<file path="src/design/isa_bus_defs.svh">
// Timing counts and encodings for the ISA bus control block.
// Assumes inclusion by bare name; definitions only.
`ifndef ISA_BUS_DEFS_SVH
`define ISA_BUS_DEFS_SVH
`define CLK_PERIOD_NS      40
`define LATCH_TIME_NS      80
`define LATCH_CYCLES       ((`LATCH_TIME_NS + `CLK_PERIOD_NS - 1) / `CLK_PERIOD_NS)
`define STROBE_TIME_NS     160
`define STROBE_CYCLES      ((`STROBE_TIME_NS + `CLK_PERIOD_NS - 1) / `CLK_PERIOD_NS)
`define DMA_CHANNELS       7
`define ACK_OUTPUTS        2
`define CHAN_SEL_W         3
`define ADDR_W             26
`define DIR_TOWARD_DEVICE  1'b1
`define DIR_OUTWARD        1'b0
`endif

</file>
<file path="src/design/isa_bus_pkg.sv">
// Types shared by the ISA bus control modules.
// Assumes the defs header is compiled alongside.
package isa_bus_pkg;
   typedef enum logic [2:0] {
      ST_IDLE  = 3'b000,
      ST_LATCH = 3'b001,
      ST_CMD   = 3'b010,
      ST_WAIT  = 3'b011,
      ST_END   = 3'b100
   } cycle_state_t;
   typedef enum logic [1:0] {
      KIND_IO  = 2'b00,
      KIND_MEM = 2'b01,
      KIND_DMA = 2'b10
   } cycle_kind_t;
endpackage

</file>
<file path="src/design/dma_ack_if.sv">
// Carries the DMA acknowledge request from the sequencer to the mapper.
// Assumes both ends share ref_clk.
`timescale 1ns/100ps
`include "isa_bus_defs.svh"
interface dma_ack_if;
   logic                      ackActive;
   logic [`CHAN_SEL_W-1:0]    activeChan;
   logic [`ACK_OUTPUTS-1:0]   ackN;
   modport seq (output ackActive, output activeChan, input ackN);
   modport map (input ackActive, input activeChan, output ackN);
endinterface

</file>
<file path="src/design/dma_ack_map.sv">
// Maps each programmable acknowledge output to one DMA channel.
// Assumes channel maps are stable while a DMA cycle runs.
`timescale 1ns/100ps
`include "isa_bus_defs.svh"
module dma_ack_map #(
   parameter int ACKS = `ACK_OUTPUTS
) (
   // Clock and reset
   input  wire logic                        ref_clk,
   input  wire logic                        nrst,
   // Channel selection per output
   input  wire logic [ACKS*`CHAN_SEL_W-1:0] ackChanMap,
   // Sequencer side
   dma_ack_if.map                           ackBus
);
   genvar g;
   generate
      for (g = 0; g < ACKS; g++) begin : gAck
         logic ackN_r;
         always_ff @(posedge ref_clk) begin
            if (!nrst) begin
               ackN_r <= 1'b1;
            end else begin
               // Active low toward the initiator of the mapped channel.
               ackN_r <= !(ackBus.ackActive &&
                  (ackChanMap[g*`CHAN_SEL_W +: `CHAN_SEL_W] == ackBus.activeChan));
            end
         end
         assign ackBus.ackN[g] = ackN_r;
         mapped_ack_a: assert property (@(posedge ref_clk) disable iff (!nrst)
            !ackBus.ackActive |=> ackBus.ackN[g])
            else $error("acknowledge low without DMA cycle");
      end
   endgenerate
endmodule

</file>
<file path="src/design/isa_bus_control.sv">
// ISA bus cycle sequencer: latch strobe, address enable, commands, transceiver control.
// Assumes requests from the core are synchronous to ref_clk and held until done.
`timescale 1ns/100ps
`include "isa_bus_defs.svh"
module isa_bus_control #(
   parameter int LATCH_CYC  = `LATCH_CYCLES,
   parameter int STROBE_CYC = `STROBE_CYCLES,
   parameter int ACKS       = `ACK_OUTPUTS
) (
   // Clock and reset
   input  wire logic                        ref_clk,
   input  wire logic                        nrst,
   // Core cycle request
   input  wire logic                        cycReq,
   input  wire logic [1:0]                  cycKind,
   input  wire logic                        cycWrite,
   input  wire logic                        cycCard,
   input  wire logic                        cycInternal,
   input  wire logic [`ADDR_W-1:0]          cycAddr,
   input  wire logic [`CHAN_SEL_W-1:0]      cycChan,
   output logic                             cycDone,
   output logic                             cycWide,
   // Mode straps
   input  wire logic                        localBusMode,
   input  wire logic                        wideDramMode,
   input  wire logic [ACKS*`CHAN_SEL_W-1:0] ackChanMap,
   // ISA bus
   output logic [`ADDR_W-1:0]               system_addr_bus,
   output logic                             addrLatchEn,
   output logic                             dmaAddrEn,
   output logic                             ioReadN,
   output logic                             ioWriteN,
   output logic [ACKS-1:0]                  prog_dma_ack,
   input  wire logic                        chanReady,
   input  wire logic                        ioSel16N,
   input  wire logic                        memSel16N,
   // External transceiver
   output logic                             xcvr_output_enable,
   output logic                             xcvr_dir_high_byte,
   output logic                             xcvr_dir_low_byte
);
   isa_bus_pkg::cycle_state_t state_r;
   isa_bus_pkg::cycle_kind_t  kind_r;
   logic [7:0]                count_r;
   logic                      write_r;
   logic                      card_r;
   logic                      wide_r;
   logic                      internal_r;
   logic [`CHAN_SEL_W-1:0]    chan_r;
   logic                      dataPhase;
   logic                      xcvrMode;

   dma_ack_if ackBus ();

   assign dataPhase = (state_r == isa_bus_pkg::ST_CMD) || (state_r == isa_bus_pkg::ST_WAIT);
   assign xcvrMode  = localBusMode || wideDramMode;

   // Cycle sequencer.
   always_ff @(posedge ref_clk) begin
      if (!nrst) begin
         state_r    <= isa_bus_pkg::ST_IDLE;
         count_r    <= 8'h00;
         kind_r     <= isa_bus_pkg::KIND_IO;
         write_r    <= 1'b0;
         card_r     <= 1'b0;
         internal_r <= 1'b0;
         chan_r     <= '0;
         system_addr_bus <= '0;
      end else begin
         case (state_r)
            isa_bus_pkg::ST_IDLE: begin
               if (cycReq) begin
                  state_r    <= isa_bus_pkg::ST_LATCH;
                  count_r    <= 8'(LATCH_CYC);
                  kind_r     <= isa_bus_pkg::cycle_kind_t'(cycKind);
                  write_r    <= cycWrite;
                  card_r     <= cycCard;
                  // Only a DMA cycle can run entirely inside the chip.
                  internal_r <= cycInternal && (cycKind == isa_bus_pkg::KIND_DMA);
                  chan_r     <= cycChan;
                  system_addr_bus <= cycAddr;
               end
            end
            isa_bus_pkg::ST_LATCH: begin
               if (count_r == 8'h01) begin
                  state_r <= isa_bus_pkg::ST_CMD;
                  count_r <= 8'(STROBE_CYC);
               end else begin
                  count_r <= count_r - 8'h01;
               end
            end
            isa_bus_pkg::ST_CMD: begin
               if (count_r == 8'h01) begin
                  state_r <= isa_bus_pkg::ST_WAIT;
               end else begin
                  count_r <= count_r - 8'h01;
               end
            end
            isa_bus_pkg::ST_WAIT: begin
               // Internal DMA never waits on the external ready line.
               if (chanReady || internal_r) begin
                  state_r <= isa_bus_pkg::ST_END;
               end
            end
            isa_bus_pkg::ST_END: begin
               state_r <= isa_bus_pkg::ST_IDLE;
            end
            default: begin
               state_r <= isa_bus_pkg::ST_IDLE;
            end
         endcase
      end
   end

   // Latch strobe: one pulse per cycle, including card and DMA cycles.
   always_ff @(posedge ref_clk) begin
      if (!nrst) begin
         addrLatchEn <= 1'b0;
      end else begin
         addrLatchEn <= (state_r == isa_bus_pkg::ST_IDLE) && cycReq;
      end
   end

   // Address enable for DMA, internal DMA and card I/O space.
   always_ff @(posedge ref_clk) begin
      if (!nrst) begin
         dmaAddrEn <= 1'b0;
      end else if (state_r == isa_bus_pkg::ST_IDLE) begin
         dmaAddrEn <= cycReq && ((cycKind == isa_bus_pkg::KIND_DMA) ||
                                 (cycCard && cycKind == isa_bus_pkg::KIND_IO));
      end else if (state_r == isa_bus_pkg::ST_END) begin
         dmaAddrEn <= 1'b0;
      end
   end

   // Command strobes, I/O cycles only; card cycles keep them off the ISA side
   // only through the address enable, since the strobes are shared.
   always_ff @(posedge ref_clk) begin
      if (!nrst) begin
         ioReadN  <= 1'b1;
         ioWriteN <= 1'b1;
      end else begin
         ioReadN  <= !(dataPhase && kind_r == isa_bus_pkg::KIND_IO && !write_r &&
                       !(state_r == isa_bus_pkg::ST_WAIT && (chanReady || internal_r)));
         ioWriteN <= !(dataPhase && kind_r == isa_bus_pkg::KIND_IO && write_r &&
                       !(state_r == isa_bus_pkg::ST_WAIT && (chanReady || internal_r)));
      end
   end

   // Transfer sizing is sampled at the end of the latch phase.
   always_ff @(posedge ref_clk) begin
      if (!nrst) begin
         wide_r <= 1'b0;
      end else if (state_r == isa_bus_pkg::ST_LATCH && count_r == 8'h01) begin
         wide_r <= (kind_r == isa_bus_pkg::KIND_IO)  ? !ioSel16N :
                   (kind_r == isa_bus_pkg::KIND_MEM) ? !memSel16N : 1'b0;
      end
   end

   // Transceiver control; direction parks outward when idle.
   always_ff @(posedge ref_clk) begin
      if (!nrst) begin
         xcvr_output_enable <= 1'b1;
         xcvr_dir_high_byte <= `DIR_OUTWARD;
         xcvr_dir_low_byte  <= `DIR_OUTWARD;
      end else begin
         xcvr_output_enable <= !(xcvrMode && dataPhase);
         xcvr_dir_high_byte <= (dataPhase && !write_r) ? `DIR_TOWARD_DEVICE
                                                       : `DIR_OUTWARD;
         xcvr_dir_low_byte  <= (dataPhase && !write_r) ? `DIR_TOWARD_DEVICE
                                                       : `DIR_OUTWARD;
      end
   end

   assign cycDone = (state_r == isa_bus_pkg::ST_END);
   assign cycWide = wide_r;

   // Acknowledge selects the I/O side of the DMA transfer.
   assign ackBus.ackActive  = dataPhase && kind_r == isa_bus_pkg::KIND_DMA && !internal_r;
   assign ackBus.activeChan = chan_r;
   assign prog_dma_ack      = ackBus.ackN;

   dma_ack_map #(.ACKS(ACKS)) uAckMap (
      .ref_clk    (ref_clk),
      .nrst       (nrst),
      .ackChanMap (ackChanMap),
      .ackBus     (ackBus)
   );

   dma_aen_a: assert property (@(posedge ref_clk) disable iff (!nrst)
      (dataPhase && kind_r == isa_bus_pkg::KIND_DMA) |-> dmaAddrEn)
      else $error("address enable low during DMA");
   card_aen_a: assert property (@(posedge ref_clk) disable iff (!nrst)
      (dataPhase && card_r && kind_r == isa_bus_pkg::KIND_IO) |-> dmaAddrEn)
      else $error("address enable low during card I/O");
   latch_pulse_a: assert property (@(posedge ref_clk) disable iff (!nrst)
      (state_r == isa_bus_pkg::ST_IDLE && cycReq) |=> addrLatchEn ##1 !addrLatchEn)
      else $error("latch strobe not a one-cycle pulse");
   wait_hold_a: assert property (@(posedge ref_clk) disable iff (!nrst)
      (state_r == isa_bus_pkg::ST_WAIT && !chanReady && !internal_r) |=>
         state_r == isa_bus_pkg::ST_WAIT)
      else $error("cycle ended while channel not ready");
   read_strobe_a: assert property (@(posedge ref_clk) disable iff (!nrst)
      !ioReadN |-> $past(dataPhase) && !write_r && kind_r == isa_bus_pkg::KIND_IO)
      else $error("read strobe outside I/O read");
   write_strobe_a: assert property (@(posedge ref_clk) disable iff (!nrst)
      !ioWriteN |-> $past(dataPhase) && write_r)
      else $error("write strobe outside I/O write");
   xcvr_window_a: assert property (@(posedge ref_clk) disable iff (!nrst)
      !xcvr_output_enable |-> $past(dataPhase) && $past(xcvrMode))
      else $error("transceiver enabled outside data phase");
   read_dir_a: assert property (@(posedge ref_clk) disable iff (!nrst)
      (dataPhase && !write_r) |=> xcvr_dir_high_byte == `DIR_TOWARD_DEVICE &&
                                  xcvr_dir_low_byte == `DIR_TOWARD_DEVICE)
      else $error("transceiver direction wrong on read");
   io_size_a: assert property (@(posedge ref_clk) disable iff (!nrst)
      (state_r == isa_bus_pkg::ST_LATCH && count_r == 8'h01 &&
       kind_r == isa_bus_pkg::KIND_IO) |=> wide_r == !$past(ioSel16N))
      else $error("I/O transfer size not taken from select");
endmodule

</file>
<file path="config.mk">
export PLATFORM = sky130hd
export DESIGN_NAME = isa_bus_control
export DESIGN_NICKNAME = d
export VERILOG_FILES = /design/src/design/isa_bus_pkg.sv /design/src/design/dma_ack_if.sv /design/src/design/dma_ack_map.sv /design/src/design/isa_bus_control.sv
export VERILOG_INCLUDE_DIRS = /design/src /design/src/design
export SDC_FILE = /design/constraint.sdc
export NUM_CORES = 1
export LEC_CHECK = 0
export BUFFER_PORTS_ARGS = -buffer_cell sky130_fd_sc_hd__buf_2
export CAP_MARGIN = 10
export CORE_AREA = 2 2 72 74
export DETAILED_ROUTE_END_ITERATION = 8
export DIE_AREA = 0 0 74 76
export PLACE_DENSITY = 0.78
export SLEW_MARGIN = 20
export SYNTH_ARGS = -nofsm -noshare
export SYNTH_HDL_FRONTEND = slang
export SYNTH_SLANG_ARGS = --single-unit
</file>
<file path="constraint.sdc">
create_clock -name ref_clk -period 1.9 [get_ports ref_clk]
set_input_delay 0.285 -clock ref_clk [delete_from_list [all_inputs] [get_ports ref_clk]]
set_output_delay 0.285 -clock ref_clk [all_outputs]
set_load 0.005 [all_outputs]
</file>
After elaboration in Yosys (flattened, before gate mapping)
Index checks and enable logic that the tools add are counted.
{"block": "totals", "register_bits": 53, "input_bits": 48, "out_inout_bits": 37, "wordCells": 85}
{"block": "classes", "addsub": 1, "eq_ne": 15, "muxes": 14, "reduce_logical": 39}
{"operator": "$mux 8", "n": 3}
{"operator": "$pmux 8 s3", "n": 1}
{"operator": "$logic_and 1x1->1", "n": 17}
{"operator": "$mux 3", "n": 4}
{"operator": "$pmux 3 s4", "n": 1}
{"operator": "$logic_not 1->1", "n": 10}
{"operator": "$eq 8x1->1 const B", "n": 1}
{"operator": "$sub 8x1->8 const B", "n": 1}
{"operator": "$eq 3x2->1 const B", "n": 2}
{"operator": "$eq 3x3->1", "n": 2}
{"operator": "$ne 2x2->1 const B", "n": 3}
{"operator": "$mux 1", "n": 5}
{"operator": "$eq 2x2->1 const B", "n": 2}
{"operator": "$logic_not 2->1", "n": 2}
{"operator": "$logic_or 1x1->1", "n": 4}
{"operator": "$ne 2x1->1 const B", "n": 2}
{"operator": "$reduce_and 4->1", "n": 1}
{"operator": "$eq 3x1->1 const B", "n": 1}
{"operator": "$eq 3x3->1 const B", "n": 1}
{"operator": "$logic_not 3->1", "n": 1}
{"operator": "$reduce_and 3->1", "n": 1}
{"operator": "$reduce_bool 3->1", "n": 1}
{"operator": "$eq 2x1->1 const B", "n": 1}
{"operator": "$reduce_and 2->1", "n": 1}
{"operator": "$reduce_bool 2->1", "n": 1}

Logic depth before layout (Yosys ltp)
{"block": "depth", "depth_word": 6, "ltp_mapped": 7, "mapped_depth_nobuf": 7}

Modules after synthesis
A second synthesis with hierarchy kept.
{"block": "hier_totals", "cells_unflattened": 264, "hier_area_um2": 2311.0}
{"mod": "isa_bus_control", "n_inst": 1, "cells_each": 251, "area_each_um2": 2184.6, "seq_area_each_um2": 1021.0}
{"mod": "dma_ack_map", "n_inst": 1, "cells_each": 13, "area_each_um2": 126.4, "seq_area_each_um2": 40.0}

Worst setup path before layout
No wires, ideal clock.
{"block": "synth_path", "path_type": "register to register", "startpoint": "register count_r[0]", "endpoint": "register count_r[1]", "setup_time_ps": 119, "t_arrival_ps": 1547, "t_required_ps": 1781, "setup_slack_ps": 235, "path_stages_with_launch": 6, "n_path_buf": 0, "period_less_slack_ps": 1665, "cell_sequence": "dfxtp_1 -> ha_1 -> or3b_2 -> o21ai_4 -> a21oi_2 -> o221a_1"}
{"block": "synth_via", "elab_chain_len": 3, "elab_cells_between_ends": 7, "cone_classes": "1 x add/sub; 2 x eq/ne; 3 x mux; 1 x reduce/logical"}
{"element": "start: declaration", "line": "isa_bus_control.sv:44", "source": "logic [7:0] count_r;"}
{"element": "start signal: assignment", "line": "isa_bus_control.sv:74", "source": "count_r <= 8'(LATCH_CYC);"}
{"element": "start signal: assignment", "line": "isa_bus_control.sv:87", "source": "count_r <= 8'(STROBE_CYC);"}
{"element": "start signal: assignment", "line": "isa_bus_control.sv:89", "source": "count_r <= count_r - 8'h01;"}
{"element": "$sub 8x1->8 or $eq 8x1->1 (tied branches)"}
{"element": "$mux 8, or another cell as far along", "line": "isa_bus_control.sv:93", "source": "if (count_r == 8'h01) begin"}
{"element": "$pmux 8 s3 or $reduce_and 3->1 (tied branches)"}
Several ways; a longest one is shown, not always the timed one. The select of a mux whose other input is x is not followed.
A chain may end at the register's enable or synchronous reset.

Final worst setup path
{"block": "layout_path", "startpoint": "register count_r[1]", "endpoint": "register count_r[6]"}
Same word-level chain as after synthesis.

==> impl_metrics.yaml <==
timing:
  hold_violations: 0
  period_share_pct: 94.3
  fin_hold_ws_ns: 0.169
  timing.final.crit_period_ns: 1.79
  worstMarginPinSlew_ns: 0.422
  final-setup-viol-count: 0
  rsz0062_at_grt: "false"
  maxSlewViolCount: 0
  clock_skew_ns: 0.00426
  finalSetupTns_ns: 0
  max_freq_mhz: 558
  relSlewSlack_pct: 71.4
clock_network:
  cts_tree: "done"
  path_clk_slew_ns: 0.10
  clkSinkCount: 53
  clk_latency_ns: 0.30
  cts-hold-fix-buffers: 0
  htreeDepth: 2
  clockBufferDepth: 2
  cts_made_buffers: 5
  post_cts_buffers: 0
  cts_resized: 0
  cts_root_buf: "clkbuf_8"
synth:
  syn-cell-area_um2: 2310
  syn-num-nets: 310
  async_reset_ff_share_pct: 0
  ys_seq_area_share_pct: 45.9
  synth_seq_cells: 53
  syn_area_per_cell_um2: 8.89
  synthCells: 260
  synth-edff-count: 0
  synth-warning-count: 0
  synthFlopType: "dfxtp_1"
  synth_cell_type_count: 46
routing:
  antenna_left: 0
  drt-initial-drc-count: 142
  vias: 2021
  finalWirelength_um: 5010
  first_pass_iters: 4
  avgRoutedWirePerCell_um: 12.1
  via_per_inst: 4.88
  drc: 0
cells_and_area:
  layout-drive-gt1-share_pct: 34.0
  diodes: 0
  fillers: 449
  syn_to_final_growth_pct: 25.2
  fin_area_um2: 2890
  nets: 393
global_route:
  grt_pass1_vias: 1984
  grt_max_degree: 41
  grt_overflow_total: 0
  grt_use_total_pct: 19.0
  antenna_found_initial: 0
  grt_first_pass_wirelength_um: 8580
outcome:
  status: "finished clean"
min_path:
  hp-class: "in2reg"
  hold_depth: 2
  min_from: "localBusMode"
floorplan:
  row_count: 26
  die_x_um: 74
  core_area_um2: 4910
  die_area_um2: 5620
  die_h_um: 76
  initial_core_util_pct: 47.1
  ioPinCount: 85
critical_path:
  cp_max_fo: 7
  required_ns: 2.14
  path_class: "reg2reg"
  ff2ff_path_depth: 7
  arrival_ns: 2.03
  crit_start: "count_r[1]"
  startpoint_type: "flip-flop"
  reg2reg_from: "count_r[1]"
  worstSetupEndpointType: "flip-flop"
placed_design:
  post_dp_cell_area_um2: 2800
  port_buffers: 84
  detailed_place_hpwl_um: 3670
  routabilityCongestion: 0.858
power:
  ir_worst_vdd_uv: 469
  leakage_nw: 1.26
  p_per_area_nw_per_um2: 833
job:
  maxCapViolations: 0
## kinds of logic (layout without fill, tap and decap cells)
logic type	count (synthesis)	count (layout)	synth area share, %
AND/OR/NAND/NOR	113	113	23.7
AO/OA/AOI/OAI	60	60	20.0
flip-flops	53	53	45.9
buffers and inverters	20	104	4.65
XOR/XNOR	10	10	3.79
adder cells (fa/ha/maj)	2	2	1.08
multiplexers	2	2	0.866
## cells in the mapped netlist (2+ instances only)
master / number / share of area (%)
and2_1: 3 / 0.81
mux2i_1: 2 / 0.87
a2111oi_2: 2 / 1.3
o31ai_1: 2 / 0.65
inv_1: 3 / 0.49
o21ai_4: 2 / 1.4
buf_4: 3 / 0.97
o21ai_0: 3 / 0.65
nand2_1: 69 / 11
ha_1: 2 / 1.1
dfxtp_1: 53 / 46
clkbuf_8: 2 / 1.2
nor2b_1: 6 / 1.6
a21oi_1: 6 / 1.3
nor4b_1: 2 / 0.76
o211ai_1: 3 / 0.97
nand4_1: 3 / 0.81
o21ai_1: 4 / 0.87
or3_1: 3 / 0.81
xnor2_1: 10 / 3.8
nor2_1: 11 / 1.8
nor3_1: 2 / 0.43
a21boi_1: 30 / 9.7
clkbuf_1: 11 / 1.8
a21boi_0: 2 / 0.65
## where the power goes
part	internal, mW	switching [mW]	leakage [nW]
logic	0.260	0.263	0.778
clock network	0.262	0.375	0.0445
registers	1.19	0.0617	0.434
total	1.71	0.700	1.26
## cell usage in the layout, fill, tap and decap left out, types with 3 or more instances in the layout
master	instances
a21boi_1	30
a21oi_1	6
and2_1	3
buf_2	84
buf_4	9
clkbuf_8	5
dfxtp_1	52
inv_1	3
nand2_1	69
nand4_1	3
nor2_1	11
nor2b_1	6
o211ai_1	3
o21ai_0	3
o21ai_1	4
or3_1	3
xnor2_1	10
## layer usage
metal	part of all wire [%]	vias to the layer above	track usage [%]
li1	-	1040	-
met5	0	-	0
met2	48	59	31.0
met3	6.5	4	5.69
met4	0.70	0	6.18
met1	45	918	23.7
## per-stage QoR
step                total power, mW  cells  utilization (%)  setup WS (ns)
finish                         2.41    414             58.9          0.107
global route                   2.56    414             58.9         0.0125
CTS                            2.45    414             58.8         0.0896
detailed placement             1.80    406             57.0          0.103
global placement               1.78    406             57.0          0.177
floorplan                      1.61    260                -          0.235
## flip-flops by register name (all words and copies together), names as in the netlist, 2 cells and up
name,cells
system_addr_bus,26
count_r,8
ackBus.activeChan,3
state_r,3
kind_r,2
uAckMap.gAck.ackN_r,2
## final cells by class
type | instances | area (um2) | share of cell area [%]
Clock buffer | 5 | 68.8 | 2.38
Clock inverter | 3 | 21.3 | 0.735
Inverter | 3 | 11.3 | 0.389
Multi-Input combinational cell | 187 | 1150 | 39.9
Sequential cell | 53 | 1060 | 36.7
Tap cell | 70 | 87.6 | 3.03
Timing Repair Buffer | 93 | 488 | 16.9
## worst paths after layout
| check | to | slack (ns) |
|---|---|---|
| worst min-delay path | xcvr_output_enable | 0.17 |
| worst min register to register | ioWriteN | 0.42 |
| worst max register to register | count_r[6] | 0.11 |
| worst max-delay path | count_r[6] | 0.11 |
## critical path: stages (launching register included)
cell and delay [ns]:
dfxtp_1 0.36, inv_1 0.08, ha_1 0.21, or3b_4 0.26, o21ai_4 0.09, a21o_4 0.25
or3_1 0.34, a21oi_1 0.14
Note: power is estimated with default switching activity, not from simulation.
